$ cat config.mk
export PLATFORM = sky130hd
export DESIGN_NAME = asbo_top
export DESIGN_NICKNAME = d
export VERILOG_FILES = /design/src/asbo_pkg.sv /design/src/asbo_cmd_class.sv /design/src/asbo_flash_saver.sv /design/src/asbo_top.sv
export VERILOG_INCLUDE_DIRS = /design/src
export SDC_FILE = /design/constraint.sdc
export NUM_CORES = 1
export LEC_CHECK = 0
export ABC_CLOCK_PERIOD_IN_PS = 3400
export BUFFER_PORTS_ARGS = -buffer_cell sky130_fd_sc_hd__buf_2
export CORE_MARGIN = 8
export CORE_UTILIZATION = 56
export DETAILED_ROUTE_END_ITERATION = 16
export PLACE_DENSITY_LB_ADDON = 0.08
export SYNTH_ARGS = -nofsm -noshare
export SYNTH_HDL_FRONTEND = slang
export SYNTH_SLANG_ARGS = --single-unit
$ cat constraint.sdc
create_clock -name clk -period 3.4 [get_ports clk]
set_input_delay 0 -clock clk [delete_from_list [all_inputs] [get_ports clk]]
set_output_delay 0 -clock clk [all_outputs]
set_load 0.02 [all_outputs]
$ cat src/asbo_map.svh
// register offsets, field positions, reset values and command codes of the axis-select and bit-output block
`ifndef ASBO_MAP_SVH
`define ASBO_MAP_SVH

// ----------------------------------------------------------------
// register byte offsets
// ----------------------------------------------------------------
`define ASBO_OFF_CMD       8'h00
`define ASBO_OFF_RESP      8'h04
`define ASBO_OFF_STATUS    8'h08
`define ASBO_OFF_AXCFG     8'h0C
`define ASBO_OFF_DIR       8'h10
`define ASBO_OFF_GPIO      8'h14
`define ASBO_OFF_BACKLASH  8'h18

// ----------------------------------------------------------------
// field positions
// ----------------------------------------------------------------
`define ASBO_CMD_OP_LSB    0
`define ASBO_CMD_ARG_LSB   8
`define ASBO_ST_SAVE_BIT   7
`define ASBO_ST_PEND_BIT   8
`define ASBO_ST_RESP_BIT   9
`define ASBO_ST_DISC_BIT   10

// ----------------------------------------------------------------
// reset values and limits
// ----------------------------------------------------------------
`define ASBO_GPO_RST       8'hFF
`define ASBO_DIR_RST       8'hFF
`define ASBO_BIPOLAR_RST   4'hF
`define ASBO_SERVO_RST     4'h0
`define ASBO_BL_MAX        8'h32
`define ASBO_BL_MIN        8'hCE
`define ASBO_BIT_MAX       8'h07

// ----------------------------------------------------------------
// command codes
// ----------------------------------------------------------------
`define ASBO_OP_SAVE       8'h01
`define ASBO_OP_QMODE      8'h02
`define ASBO_OP_SEL_X      8'h03
`define ASBO_OP_SEL_Y      8'h04
`define ASBO_OP_SEL_Z      8'h05
`define ASBO_OP_SEL_T      8'h06
`define ASBO_OP_SET_BL     8'h07
`define ASBO_OP_QBL        8'h08
`define ASBO_OP_BIT_HIGH   8'h09
`define ASBO_OP_BIT_LOW    8'h0A
`define ASBO_OP_BIPOLAR    8'h0B
`define ASBO_OP_SEL_ALL    8'h0C
`define ASBO_OP_SEL_MULTI  8'h0D
`define ASBO_OP_CD_ENTER   8'h0E
`define ASBO_OP_CD_EXIT    8'h0F

`endif

$ cat src/asbo_pkg.sv
// types shared by the axis-select and bit-output block
package asbo_pkg;

  typedef enum logic [6:0] {
    ASBO_MODE_X     = 7'b000_0001,
    ASBO_MODE_Y     = 7'b000_0010,
    ASBO_MODE_Z     = 7'b000_0100,
    ASBO_MODE_T     = 7'b000_1000,
    ASBO_MODE_ALL   = 7'b001_0000,
    ASBO_MODE_MULTI = 7'b010_0000,
    ASBO_MODE_CD    = 7'b100_0000
  } asbo_mode_t;

  typedef enum logic [1:0] {
    ASBO_SV_IDLE = 2'b01,
    ASBO_SV_BUSY = 2'b10
  } asbo_save_st_t;

  typedef struct packed {
    asbo_mode_t       mode;
    logic [3:0][7:0]  backlash;
    logic [3:0]       bipolar;
    logic [3:0]       servo;
    logic [7:0]       gpo;
    logic [7:0]       dir;
    logic             pend;
    logic             pend_low;
    logic [2:0]       pend_bit;
    logic [3:0]       pend_mask;
    logic [7:0]       resp;
    logic             resp_valid;
    logic             discard;
    logic             rd_ack;
    logic [31:0]      rdata;
    logic             save_go;
  } asbo_core_t;

  function automatic logic asbo_single(input asbo_mode_t m);
    asbo_single = (m == ASBO_MODE_X) || (m == ASBO_MODE_Y) || (m == ASBO_MODE_Z) || (m == ASBO_MODE_T);
  endfunction : asbo_single

endpackage : asbo_pkg

$ cat src/asbo_cmd_class.sv
// command classifier: known code, valid in the current mode, queued or immediate
`timescale 1ns/1ns
`include "asbo_map.svh"
module asbo_cmd_class
  import asbo_pkg::*;
(
  input  wire logic [7:0] op,
  input  wire asbo_mode_t mode,
  output logic            known,
  output logic            valid,
  output logic            queued
);
  logic single;
  logic multi;

  always_comb begin
    single = asbo_single(mode);
    multi  = (mode == ASBO_MODE_ALL) || (mode == ASBO_MODE_MULTI);
    known  = 1'b1;
    valid  = 1'b0;
    queued = 1'b0;
    case (op)
      `ASBO_OP_SAVE, `ASBO_OP_SEL_X, `ASBO_OP_SEL_Y, `ASBO_OP_SEL_Z, `ASBO_OP_SEL_T,
      `ASBO_OP_SEL_ALL, `ASBO_OP_SEL_MULTI: valid = single | multi;
      `ASBO_OP_QMODE:                       valid = 1'b1;
      `ASBO_OP_SET_BL, `ASBO_OP_QBL, `ASBO_OP_BIPOLAR: valid = single;
      `ASBO_OP_BIT_HIGH, `ASBO_OP_BIT_LOW: begin
        valid  = 1'b1;
        queued = 1'b1;
      end
      `ASBO_OP_CD_ENTER:                    valid = multi;
      `ASBO_OP_CD_EXIT:                     valid = (mode == ASBO_MODE_CD);
      default:                              known = 1'b0;
    endcase
  end
endmodule : asbo_cmd_class

$ cat src/asbo_flash_saver.sv
// snapshots the live parameter set and writes it word by word to the flash port
`timescale 1ns/1ns
module asbo_flash_saver
  import asbo_pkg::*;
#(
  parameter int NUM_WORDS = 5,
  parameter int AW        = 8
) (
  input  wire logic                   clk,
  input  wire logic                   reset,
  input  wire logic                   ce,
  input  wire logic                   start,
  input  wire logic [NUM_WORDS*8-1:0] params,
  output logic                        busy,
  output logic                        flash_req,
  output logic [AW-1:0]               flash_addr,
  output logic [7:0]                  flash_data,
  input  wire logic                   flash_ack
);
  typedef struct packed {
    asbo_save_st_t          st;
    logic [NUM_WORDS*8-1:0] snap;
    logic [AW-1:0]          idx;
    logic [7:0]             data;
  } asbo_saver_t;

  asbo_saver_t s_q;
  asbo_saver_t s_d;

  always_comb begin
    s_d = s_q;
    case (s_q.st)
      ASBO_SV_IDLE: begin
        if (start) begin
          // snapshot first so later parameter edits cannot tear the saved set
          s_d.snap = params;
          s_d.idx  = '0;
          s_d.data = params[7:0];
          s_d.st   = ASBO_SV_BUSY;
        end
      end
      ASBO_SV_BUSY: begin
        if (flash_ack) begin
          if (s_q.idx == AW'(NUM_WORDS - 1)) begin
            s_d.st = ASBO_SV_IDLE;
          end else begin
            s_d.idx  = s_q.idx + AW'(1);
            s_d.data = s_q.snap[8*(32'(s_q.idx)+1) +: 8];
          end
        end
      end
      default: s_d.st = ASBO_SV_IDLE;
    endcase
  end

  always_ff @(posedge clk) begin
    if (reset) begin
      s_q <= '{st: ASBO_SV_IDLE, default: '0};
    end else if (ce) begin
      s_q <= s_d;
    end
  end

  assign busy       = (s_q.st == ASBO_SV_BUSY);
  assign flash_req  = busy & ce;
  assign flash_addr = s_q.idx;
  assign flash_data = s_q.data;
endmodule : asbo_flash_saver

$ cat src/asbo_top.sv
// command interpreter for axis selection, backlash, bipolar output and general-purpose output bits
//
// The implementer's own choices: the Avalon-MM slave port and the register addresses.
`timescale 1ns/1ns
`include "asbo_map.svh"
module asbo_top
  import asbo_pkg::*;
#(
  parameter int FLASH_AW = 8
) (
  input  wire logic                clk,
  input  wire logic                reset,
  input  wire logic                ce,
  input  wire logic [7:0]          avs_address,
  input  wire logic                avs_read,
  input  wire logic                avs_write,
  input  wire logic [31:0]         avs_writedata,
  input  wire logic [3:0]          avs_byteenable,
  output logic [31:0]              avs_readdata,
  output logic                     avs_waitrequest,
  input  wire logic [3:0]          axis_busy,
  input  wire logic [7:0]          gpio_in,
  output logic [7:0]               gpo_out,
  output logic [7:0]               gpio_dir,
  output logic [31:0]              backlash_out,
  output logic [3:0]               bipolar_out,
  output logic [6:0]               mode_out,
  output logic                     flash_req,
  output logic [FLASH_AW-1:0]      flash_addr,
  output logic [7:0]               flash_data,
  input  wire logic                flash_ack
);

  // ----------------------------------------------------------------
  // state and decode
  // ----------------------------------------------------------------
  localparam int NUM_PARAM_WORDS = 5;

  localparam asbo_core_t CORE_RST = '{
    mode:     ASBO_MODE_X,
    bipolar:  `ASBO_BIPOLAR_RST,
    servo:    `ASBO_SERVO_RST,
    gpo:      `ASBO_GPO_RST,
    dir:      `ASBO_DIR_RST,
    default:  '0
  };

  asbo_core_t s_q;
  asbo_core_t s_d;

  logic [7:0]  cmd_op;
  logic [7:0]  cmd_arg;
  logic        cmd_known;
  logic        cmd_valid;
  logic        cmd_queued;
  logic        cmd_sel;
  logic        cmd_wr;
  logic        save_busy;
  logic [1:0]  ax;
  logic        bl_ok;
  logic        pend_free;
  logic [7:0]  gpio_view;
  logic [NUM_PARAM_WORDS*8-1:0] param_set;

  assign cmd_op  = avs_writedata[`ASBO_CMD_OP_LSB +: 8];
  assign cmd_arg = avs_writedata[`ASBO_CMD_ARG_LSB +: 8];
  assign cmd_sel = (avs_address == `ASBO_OFF_CMD) && (avs_byteenable[1:0] == 2'b11);

  asbo_cmd_class u_class (
    .op     (cmd_op),
    .mode   (s_q.mode),
    .known  (cmd_known),
    .valid  (cmd_valid),
    .queued (cmd_queued)
  );

  function automatic logic [1:0] axis_of(input asbo_mode_t m);
    case (m)
      ASBO_MODE_Y: axis_of = 2'd1;
      ASBO_MODE_Z: axis_of = 2'd2;
      ASBO_MODE_T: axis_of = 2'd3;
      default:     axis_of = 2'd0;
    endcase
  endfunction : axis_of

  function automatic logic [7:0] apply_bit(input logic [7:0] gpo, input logic [7:0] dir,
                                           input logic [2:0] idx, input logic low);
    logic [7:0] r;
    r = gpo;
    if (dir[idx]) begin
      r[idx] = ~low;
    end
    apply_bit = r;
  endfunction : apply_bit

  assign ax = axis_of(s_q.mode);

  // backlash range depends on the axis motor type
  always_comb begin
    if (s_q.servo[ax]) begin
      bl_ok = ($signed(cmd_arg) >= $signed(`ASBO_BL_MIN)) && ($signed(cmd_arg) <= $signed(`ASBO_BL_MAX));
    end else begin
      bl_ok = ($signed(cmd_arg) >= $signed(8'h00)) && ($signed(cmd_arg) <= $signed(`ASBO_BL_MAX));
    end
  end

  // ----------------------------------------------------------------
  // bus handshake
  // ----------------------------------------------------------------
  // a queued command can only wait in a single slot, so a second one stalls the bus
  // instead of being dropped; a save also stalls while the previous save is still writing
  always_comb begin
    avs_waitrequest = 1'b0;
    if (!ce) begin
      avs_waitrequest = 1'b1;
    end else if (avs_read && !s_q.rd_ack) begin
      avs_waitrequest = 1'b1;
    end else if (avs_write && cmd_sel && cmd_valid && cmd_queued && s_q.pend) begin
      avs_waitrequest = 1'b1;
    end else if (avs_write && cmd_sel && cmd_valid && cmd_op == `ASBO_OP_SAVE && (save_busy || s_q.save_go)) begin
      avs_waitrequest = 1'b1;
    end
  end

  assign cmd_wr    = avs_write && !avs_waitrequest && cmd_sel;
  assign pend_free = s_q.pend && ((axis_busy & s_q.pend_mask) == 4'h0);
  assign gpio_view = (s_q.gpo & s_q.dir) | (gpio_in & ~s_q.dir);

  // ----------------------------------------------------------------
  // next state
  // ----------------------------------------------------------------
  always_comb begin
    s_d         = s_q;
    s_d.save_go = 1'b0;

    // read path: one wait cycle, data registered
    if (avs_read && !s_q.rd_ack) begin
      s_d.rd_ack = 1'b1;
      case (avs_address)
        `ASBO_OFF_RESP:     s_d.rdata = {23'h00_0000, s_q.resp_valid, s_q.resp};
        `ASBO_OFF_STATUS: begin
          s_d.rdata = 32'h0000_0000;
          s_d.rdata[6:0] = s_q.mode;
          s_d.rdata[`ASBO_ST_SAVE_BIT] = save_busy | s_q.save_go;
          s_d.rdata[`ASBO_ST_PEND_BIT] = s_q.pend;
          s_d.rdata[`ASBO_ST_RESP_BIT] = s_q.resp_valid;
          s_d.rdata[`ASBO_ST_DISC_BIT] = s_q.discard;
        end
        `ASBO_OFF_AXCFG:    s_d.rdata = {24'h00_0000, s_q.bipolar, s_q.servo};
        `ASBO_OFF_DIR:      s_d.rdata = {24'h00_0000, s_q.dir};
        `ASBO_OFF_GPIO:     s_d.rdata = {24'h00_0000, gpio_view};
        `ASBO_OFF_BACKLASH: s_d.rdata = s_q.backlash;
        default:            s_d.rdata = 32'h0000_0000;
      endcase
    end else begin
      s_d.rd_ack = 1'b0;
    end

    // clears come before sets so a same-cycle event wins
    if (avs_read && s_q.rd_ack && avs_address == `ASBO_OFF_RESP) begin
      s_d.resp_valid = 1'b0;
    end
    if (avs_write && !avs_waitrequest) begin
      case (avs_address)
        `ASBO_OFF_STATUS: begin
          if (avs_byteenable[1] && avs_writedata[`ASBO_ST_DISC_BIT]) begin
            s_d.discard = 1'b0;
          end
        end
        `ASBO_OFF_AXCFG: begin
          if (avs_byteenable[0]) begin
            s_d.servo   = avs_writedata[3:0];
            s_d.bipolar = avs_writedata[7:4];
          end
        end
        `ASBO_OFF_DIR: begin
          if (avs_byteenable[0]) begin
            s_d.dir = avs_writedata[7:0];
          end
        end
        default: begin
        end
      endcase
    end

    // queued bit command leaves the slot once its axes are idle
    if (pend_free) begin
      s_d.gpo  = apply_bit(s_q.gpo, s_q.dir, s_q.pend_bit, s_q.pend_low);
      s_d.pend = 1'b0;
    end

    // command execution
    if (cmd_wr) begin
      if (!cmd_known || !cmd_valid) begin
        s_d.discard = 1'b1;
      end else begin
        case (cmd_op)
          `ASBO_OP_SAVE: s_d.save_go = 1'b1;
          `ASBO_OP_QMODE: begin
            s_d.resp       = {1'b0, s_q.mode};
            s_d.resp_valid = 1'b1;
          end
          `ASBO_OP_SEL_X:     s_d.mode = ASBO_MODE_X;
          `ASBO_OP_SEL_Y:     s_d.mode = ASBO_MODE_Y;
          `ASBO_OP_SEL_Z:     s_d.mode = ASBO_MODE_Z;
          `ASBO_OP_SEL_T:     s_d.mode = ASBO_MODE_T;
          `ASBO_OP_SEL_ALL:   s_d.mode = ASBO_MODE_ALL;
          `ASBO_OP_SEL_MULTI: s_d.mode = ASBO_MODE_MULTI;
          `ASBO_OP_CD_ENTER:  s_d.mode = ASBO_MODE_CD;
          `ASBO_OP_CD_EXIT:   s_d.mode = ASBO_MODE_ALL;
          `ASBO_OP_SET_BL: begin
            if (bl_ok) begin
              s_d.backlash[ax] = cmd_arg;
            end else begin
              s_d.discard = 1'b1;
            end
          end
          `ASBO_OP_QBL: begin
            s_d.resp       = s_q.backlash[ax];
            s_d.resp_valid = 1'b1;
          end
          `ASBO_OP_BIPOLAR: s_d.bipolar[ax] = 1'b1;
          `ASBO_OP_BIT_HIGH, `ASBO_OP_BIT_LOW: begin
            if (cmd_arg > `ASBO_BIT_MAX) begin
              s_d.discard = 1'b1;
            end else begin
              s_d.pend      = 1'b1;
              s_d.pend_low  = (cmd_op == `ASBO_OP_BIT_LOW);
              s_d.pend_bit  = cmd_arg[2:0];
              s_d.pend_mask = asbo_single(s_q.mode) ? (4'h1 << ax) : 4'hF;
            end
          end
          default: s_d.discard = 1'b1;
        endcase
      end
    end
  end

  // ----------------------------------------------------------------
  // state register
  // ----------------------------------------------------------------
  always_ff @(posedge clk) begin
    if (reset) begin
      s_q <= CORE_RST;
    end else if (ce) begin
      s_q <= s_d;
    end
  end

  // ----------------------------------------------------------------
  // flash save
  // ----------------------------------------------------------------
  assign param_set = {4'h0, s_q.bipolar, s_q.backlash};

  asbo_flash_saver #(
    .NUM_WORDS (NUM_PARAM_WORDS),
    .AW        (FLASH_AW)
  ) u_saver (
    .clk        (clk),
    .reset      (reset),
    .ce         (ce),
    .start      (s_q.save_go),
    .params     (param_set),
    .busy       (save_busy),
    .flash_req  (flash_req),
    .flash_addr (flash_addr),
    .flash_data (flash_data),
    .flash_ack  (flash_ack)
  );

  // ----------------------------------------------------------------
  // outputs
  // ----------------------------------------------------------------
  assign avs_readdata = s_q.rdata;
  assign gpo_out      = s_q.gpo;
  assign gpio_dir     = s_q.dir;
  assign backlash_out = s_q.backlash;
  assign bipolar_out  = s_q.bipolar;
  assign mode_out     = s_q.mode;

endmodule : asbo_top

* After elaboration in Yosys (flattened, before gate mapping)
Cells that the tools add are included.
** Cells by class
- Add/sub/neg operators :: 2
- Multipliers :: 0
- Div/mod/pow operators :: 0
- $lt $le $gt $ge :: 8
- Equality and inequality tests :: 36
- Shift-type cells :: 2
- Muxes and demuxes :: 57
- Bitwise logic cells :: 12
- Reduce and logical (&&, ||, !) cells :: 51
** Operators by type and width (count)
- 32-bit case mux with 6 select lines :: 1
- 8-bit by 4-bit equality test with 1-bit output (second input constant) :: 10
- 58-bit two-way mux :: 1
- 7-bit case mux with 7 select lines :: 1
- 8-bit by 3-bit equality test with 1-bit output (second input constant) :: 6
- 8-bit two-way mux :: 5
- 40-bit by 33-bit variable part select with 8-bit output :: 1
- 32-bit bitwise mux :: 1
- 16-bit two-way mux :: 2
- 16-bit case mux with 2 select lines :: 1
- 8-bit by 5-bit equality test with 1-bit output (second input constant) :: 3
- 1-bit two-way mux :: 23
- 4-bit AND reduction :: 5
- 19-bit two-way mux :: 1
- 1-bit logical AND :: 18
- 18-bit two-way mux :: 1
- 9-bit two-way mux :: 2
- 9-bit case mux with 2 select lines :: 1
- 8-bit bitwise AND :: 2
- 8-bit binary-select mux with 2-bit select :: 1
- 8-bit demux with 2-bit select :: 1
- 8-bit by 2-bit equality test with 1-bit output (second input constant) :: 2
- 4-bit two-way mux :: 4
- 5-bit AND reduction :: 3
- 53 further kinds :: 72
** Storage, ports and cells
- Flip-flop bits (word level) :: 170
- Latch bits :: 0
- Memory bits (writable) :: 0
- Memory bits (read-only) :: 0
- Input bits :: 62
- Output and inout port bits :: 109
- Logic and storage cells :: 191
- Memories kept :: 0

* Depth between registers and ports, before layout
- Depth in word-level cells :: 20
- Gate-level depth with buffers :: 12
- Depth with buffers taken out :: 8

* By module
From an unflattened synthesis, not the netlist that was laid out.
** Second synthesis, totals
- Cells, all modules :: 1120
- Area, all modules :: 9283.9 µm²
** Modules (own cells, without submodules)
- asbo_top :: instances 1, cells an instance 804, area an instance 6662.6 µm², sequential area each 2322.2 µm²
- asbo_flash_saver :: instances 1, cells an instance 281, area an instance 2396.0 µm², sequential area each 1001.0 µm²
- asbo_cmd_class :: instances 1, cells an instance 35, area an instance 225.2 µm², sequential area each 0.0 µm²

* Worst setup path before layout
OpenSTA, ideal clock, no wires.
- Kind :: register to register
- From :: register u_saver.s_q, in the netlist u_saver.flash_addr[1]
- To :: register u_saver.s_q, in the netlist u_saver.flash_addr[0]
- Library setup time :: 0.128 ns
- Arrival time :: 2.356 ns
- Data required time :: 3.272 ns
- Slack :: 0.917 ns
- Stages on the path, launching flop included :: 13
- Buffers on the path :: 4
- Period minus slack after synthesis :: 2.483 ns
- Cell sequence :: dfxtp_1 > clkbuf_1 > clkbuf_1 > inv_1 > ha_1 > nor4b_1 > a221oi_1 > o21a_1 > clkbuf_1 > clkbuf_1 > nor2_1 > a21oi_1 > nor2_1
** On the way
- Word-level cells in the longest chain between the ends :: 3
** RTL lines
- start: declaration :: RTL line asbo_flash_saver.sv:27 : asbo_saver_t s_q;
- start signal: assignment :: RTL line asbo_flash_saver.sv:58 : s_q <= '{st: ASBO_SV_IDLE, default: '0};
- start signal: assignment :: RTL line asbo_flash_saver.sv:60 : s_q <= s_d;
- 8-bit by 3-bit equality test with 1-bit output :: RTL line asbo_flash_saver.sv:44 : if (s_q.idx == AW'(NUM_WORDS - 1)) begin
- 2-bit inequality test (no line)
- 5-bit AND reduction (no line)
Every way passes these cells.
A chain may end at the register's enable or synchronous reset.

* Worst setup path in the final report
- From :: register s_q, in the netlist mode_out[5]
- To :: register s_q[51] (netlist bit)
** On the way
- Word-level cells in the longest chain between the ends :: 17
- Elaborated cells between the ends (all ways) :: 29
- Classes of those cells :: eq/ne: 7; mux: 5; bitwise: 2; reduce/logical: 15
** RTL lines
- start: declaration :: RTL line asbo_top.sv:48 : asbo_core_t s_q;
- start signal: assignment :: RTL line asbo_top.sv:244 : s_q <= CORE_RST;
- start signal: assignment :: RTL line asbo_top.sv:246 : s_q <= s_d;
- 7-bit by 1-bit equality test with 1-bit output or 7-bit by 2-bit equality test with 1-bit output (tied branches) :: RTL line asbo_pkg.sv:39 : asbo_single = (m == ASBO_MODE_X) || (m == ASBO_MODE_Y) || (m == ASBO_MODE_Z) || (m == ASBO_MODE_T);
- 1-bit logical OR (3 in a row) :: RTL line asbo_pkg.sv:39
- 1-bit OR :: RTL line asbo_cmd_class.sv:24 : `ASBO_OP_SEL_ALL, `ASBO_OP_SEL_MULTI: valid = single | multi;
- 1-bit case mux with 5 select lines * :: RTL line asbo_cmd_class.sv:22 : case (op)
- 1-bit logical AND :: RTL line asbo_top.sv:118, asbo_top.sv:120
- 1-bit logical AND (no line)
- 1-bit logical AND :: RTL line asbo_top.sv:120 : end else if (avs_write && cmd_sel && cmd_valid && cmd_op == `ASBO_OP_SAVE && (save_busy || s_q.save_go)) begin
- 1-bit two-way mux :: RTL line asbo_top.sv:120
- 1-bit two-way mux :: RTL line asbo_top.sv:118 : end else if (avs_write && cmd_sel && cmd_valid && cmd_queued && s_q.pend) begin
- 1-bit two-way mux :: RTL line asbo_top.sv:116 : end else if (avs_read && !s_q.rd_ack) begin
- 1-bit two-way mux :: RTL line asbo_top.sv:114 : if (!ce) begin
- 1-bit zero test :: RTL line asbo_top.sv:125 : assign cmd_wr = avs_write && !avs_waitrequest && cmd_sel;
- 1-bit logical AND (2 in a row) :: RTL line asbo_top.sv:125
- 5-bit AND reduction (no line) *
Every way passes the cells marked *; elsewhere a longest branch is shown, timed or not.

==> key figures <==
Power
  • Total power: 4.068 mW
  • Lkg Pwr: slightly below 4 nW
  • Clock power frac: 47.1%
  • P per Cell Area: about 420 mW/mm²
  • Sequential group share of total power: a little under half
  • Peak VDD IR: roughly 360 µV
  • Internal: approximately 3.0 mW
  • Logic pwr share: 5.8%
  • Switch Pwr: 1.025 mW
  • Switching share of total power: between 20% and 30%

Place
  • Port Buffers: about 150
  • GP Congestion: 0.9277
  • HPWL Detailed: roughly 20,000 µm

Drt
  • Routed len/inst: around 21 µm
  • DRC viols: 0
  • Final WL: about 28,000 µm
  • Vias per cell: a little over 6
  • Post-DRT Antenna Nets: 0
  • Via count: 8,118
  • 1st-iter DRT viols: about 860
  • TritonRoute pass-1 iters: 6

Floorplanning
  • Die Area: slightly above 0.02 mm²
  • Num ports: 171
  • Die width: about 140 µm
  • Die H: roughly 140 µm
  • Rows: 46
  • Starting Density: between 50 and 60%
  • Core area: 0.01577 mm²

Final layout
  • Layout area overhead: 9.240%
  • Number of antenna diodes: 0
  • Layout cells sized above 1: 20.46%
  • Most frequent cells in the layout: dfxtp_1, buf_2, nand2_1, nor2_1, a21oi_1
  • Final cell utilization of the core: 61.91%
  • Nets: between 1,000 and 1,500
  • Commonest non-fill, non-tap cell in the layout: dfxtp_1

Yosys
  • Mapped Cells: between 1,000 and 1,500
  • Post-synth EDFFs: 0
  • Sequential share of the synthesized area: a little over a third
  • Cell variety after synth: between 60 and 70
  • FFs w/ async S/R, synth: 0%
  • Synth Register Bits: 162
  • Most used DFF post-synth: dfxtp_1
  • Synthesized cell area: between 0.008 and 0.009 mm²
  • Net Count, Synth: ~1,200
  • Avg Cell Area, Syn: slightly above 8 µm²
  • Syn. warnings: 0

Critical path
  • CP arrival: roughly 3200 ps
  • Crit-path max FO: 12
  • Biggest cell delay along the critical path: between 500 and 600 ps
  • Startpoint Class: flop
  • Crit path buffers/inverters: 0
  • Crit-path slowest cell: or3_1
  • Critical path endpoint category: flop
  • Setup Crit Path Kind: flop to flop
  • Delay-heaviest family, CP: simple AND/OR/NAND/NOR gates
  • Worst Path Required: roughly 3700 ps
  • Crit path cell chain: or3_1 > a2111oi_2 > or2_2 > and3_1 > mux2_2

Clock network
  • Post-CTS setup buffers: 0
  • Hold_buf cts: 14
  • Post-CTS resize count: 0
  • Sink Count: between 150 and 200
  • H-tree levels: 4
  • CTS clk-pin slew, worst paths: about 70 ps
  • CTS buffer count: 17
  • CTS tree: done
  • Clk root buf: clkbuf_16
  • Clk buf depth: 2
  • Clk_lat worst skew: 430 ps

Status
  • Status: finished, final reports clean

Global routing
  • Vias in the first global route: 7,497
  • Largest net degree at the start of global routing: between 100 and 150
  • Initial antenna violation count: 0
  • Global Route Usage Sum: between 20% and 30%
  • First-pass GRT wire length: 42,520 µm
  • Grt total ovfl: 0

Timing
  • Fmax: between 300 and 400 MHz
  • Crit share post-route: 85.94%
  • Final hold violation count: 0
  • Worst Max-Slew Pin Slew: 1081 ps
  • Fin. max-slew vios: 0
  • Post-layout min period: between 2000 and 3000 ps
  • RSZ-0062 raised after global routing: false
  • Fin Clk Skew: between 10 and 15 ps
  • # setup viols final: 0
  • Fin Setup TNS: 0 ps
  • Headroom to the max-slew limit: a little over a quarter

Job
  • Max-cap violations: 0

Hold path
  • Hold WC Path Type: input port to flop
==> state kept, by name (all words and copies together), names as in the netlist, 7 cells and up <==
register / cells
u_saver.flash_data: 8
gpo_out: 8
s_q: 25
backlash_out: 32
u_saver.flash_addr: 8
mode_out: 7
avs_readdata: 32
u_saver.s_q: 30
gpio_dir: 8
==> layer usage <==
layer / wire length (µm) / track usage, % / vias up
met3: 2667 / 6.508 / 40
met5: 0 / 0 / -
met1: 12230 / 37.62 / 3885
met2: 12250 / 40.37 / 379
met4: 510 / 7.998 / 0
li1: - / - / 3814
==> metrics by stage <==
stage                     std cells  setup slack, ps  hold slack [ps]  cell area [µm²]
after floorplan                1088            916.8            117.9             8937
after global placement         1289            602.4            253.0             9039
after detailed placement       1289            572.9            247.0             9039
after CTS                      1335            526.9            11.71             9763
after global routing           1335            322.4            37.49             9763
final                          1335            478.0            20.91             9763
==> logic make-up after synthesis <==
group | share of synthesized area, %
adder cells (fa/ha/maj) | 0.2799
AO/OA/AOI/OAI | 18.31
AND/OR/NAND/NOR | 22.39
multiplexers | 8.470
XOR/XNOR | 1.176
buffers and inverters | 13.09
flip-flops | 36.29
==> Yosys cell counts (all sizes together) (7+ instances only) <==
cell / instances / area share (%)
nand2b: 30 / 2.1
a311oi: 11 / 1.1
mux2i: 61 / 6.8
nor4: 13 / 0.98
nand4: 15 / 1.0
and3: 10 / 0.70
nor3: 19 / 1.2
a31oi: 15 / 1.0
nor2: 88 / 3.7
a21oi: 84 / 4.7
dfxtp: 162 / 36
nand2: 116 / 4.9
nand3b: 7 / 0.59
buf: 111 / 9.2
or3: 7 / 0.49
or4: 9 / 0.80
inv: 18 / 0.76
nand3: 38 / 2.2
nor2b: 20 / 1.4
a22oi: 23 / 1.9
a211oi: 16 / 1.3
a221oi: 10 / 0.98
a211o: 9 / 0.88
xor2: 8 / 0.78
o21ai: 29 / 1.6
o21bai: 10 / 0.84
clkbuf: 75 / 3.1
==> worst register-to-register path, stage by stage (launching register included) <==
cell,delay (ps)
dfxtp_1,450
or3_1,590
a2111oi_2,580
or2_2,370
and3_1,450
mux2_2,380
==> path summary, 6_finish.rpt <==
kind                            depth (start not counted)               end        startpoint  slack [ps]
worst max register to register                          5           s_q[51]       mode_out[5]         480
worst min-delay path                                    2       gpio_dir[2]  avs_writedata[2]          20
worst max-delay path                                    5           s_q[51]       mode_out[5]         480
worst min register to register                          2  avs_readdata[13]  avs_readdata[13]         450
==> final cells by class <==
| cell class | count | area (µm²) |
|---|---|---|
| Multi-Input combinational cell | 722 | 4539 |
| Sequential cell | 162 | 3243 |
| Clock buffer | 19 | 442.9 |
| Clock inverter | 13 | 141.4 |
| Tap cell | 216 | 270.3 |
| Timing Repair Buffer | 185 | 1059 |
| Fill cell | 1483 | 6007 |
| Inverter | 18 | 67.56 |
==> power by group through the flow <==
stage          clock, mW  combinational (mW)  sequential (mW)
6_report            1.92               0.238             1.91
5_1_grt             2.02               0.257             1.91
4_1_cts             1.94               0.236             1.91
3_5_place_dp           0               0.221             1.96
3_3_place_gp           0               0.221             1.96
2_1_floorplan          0               0.147             1.95
Power figures use the tool's default switching activity.
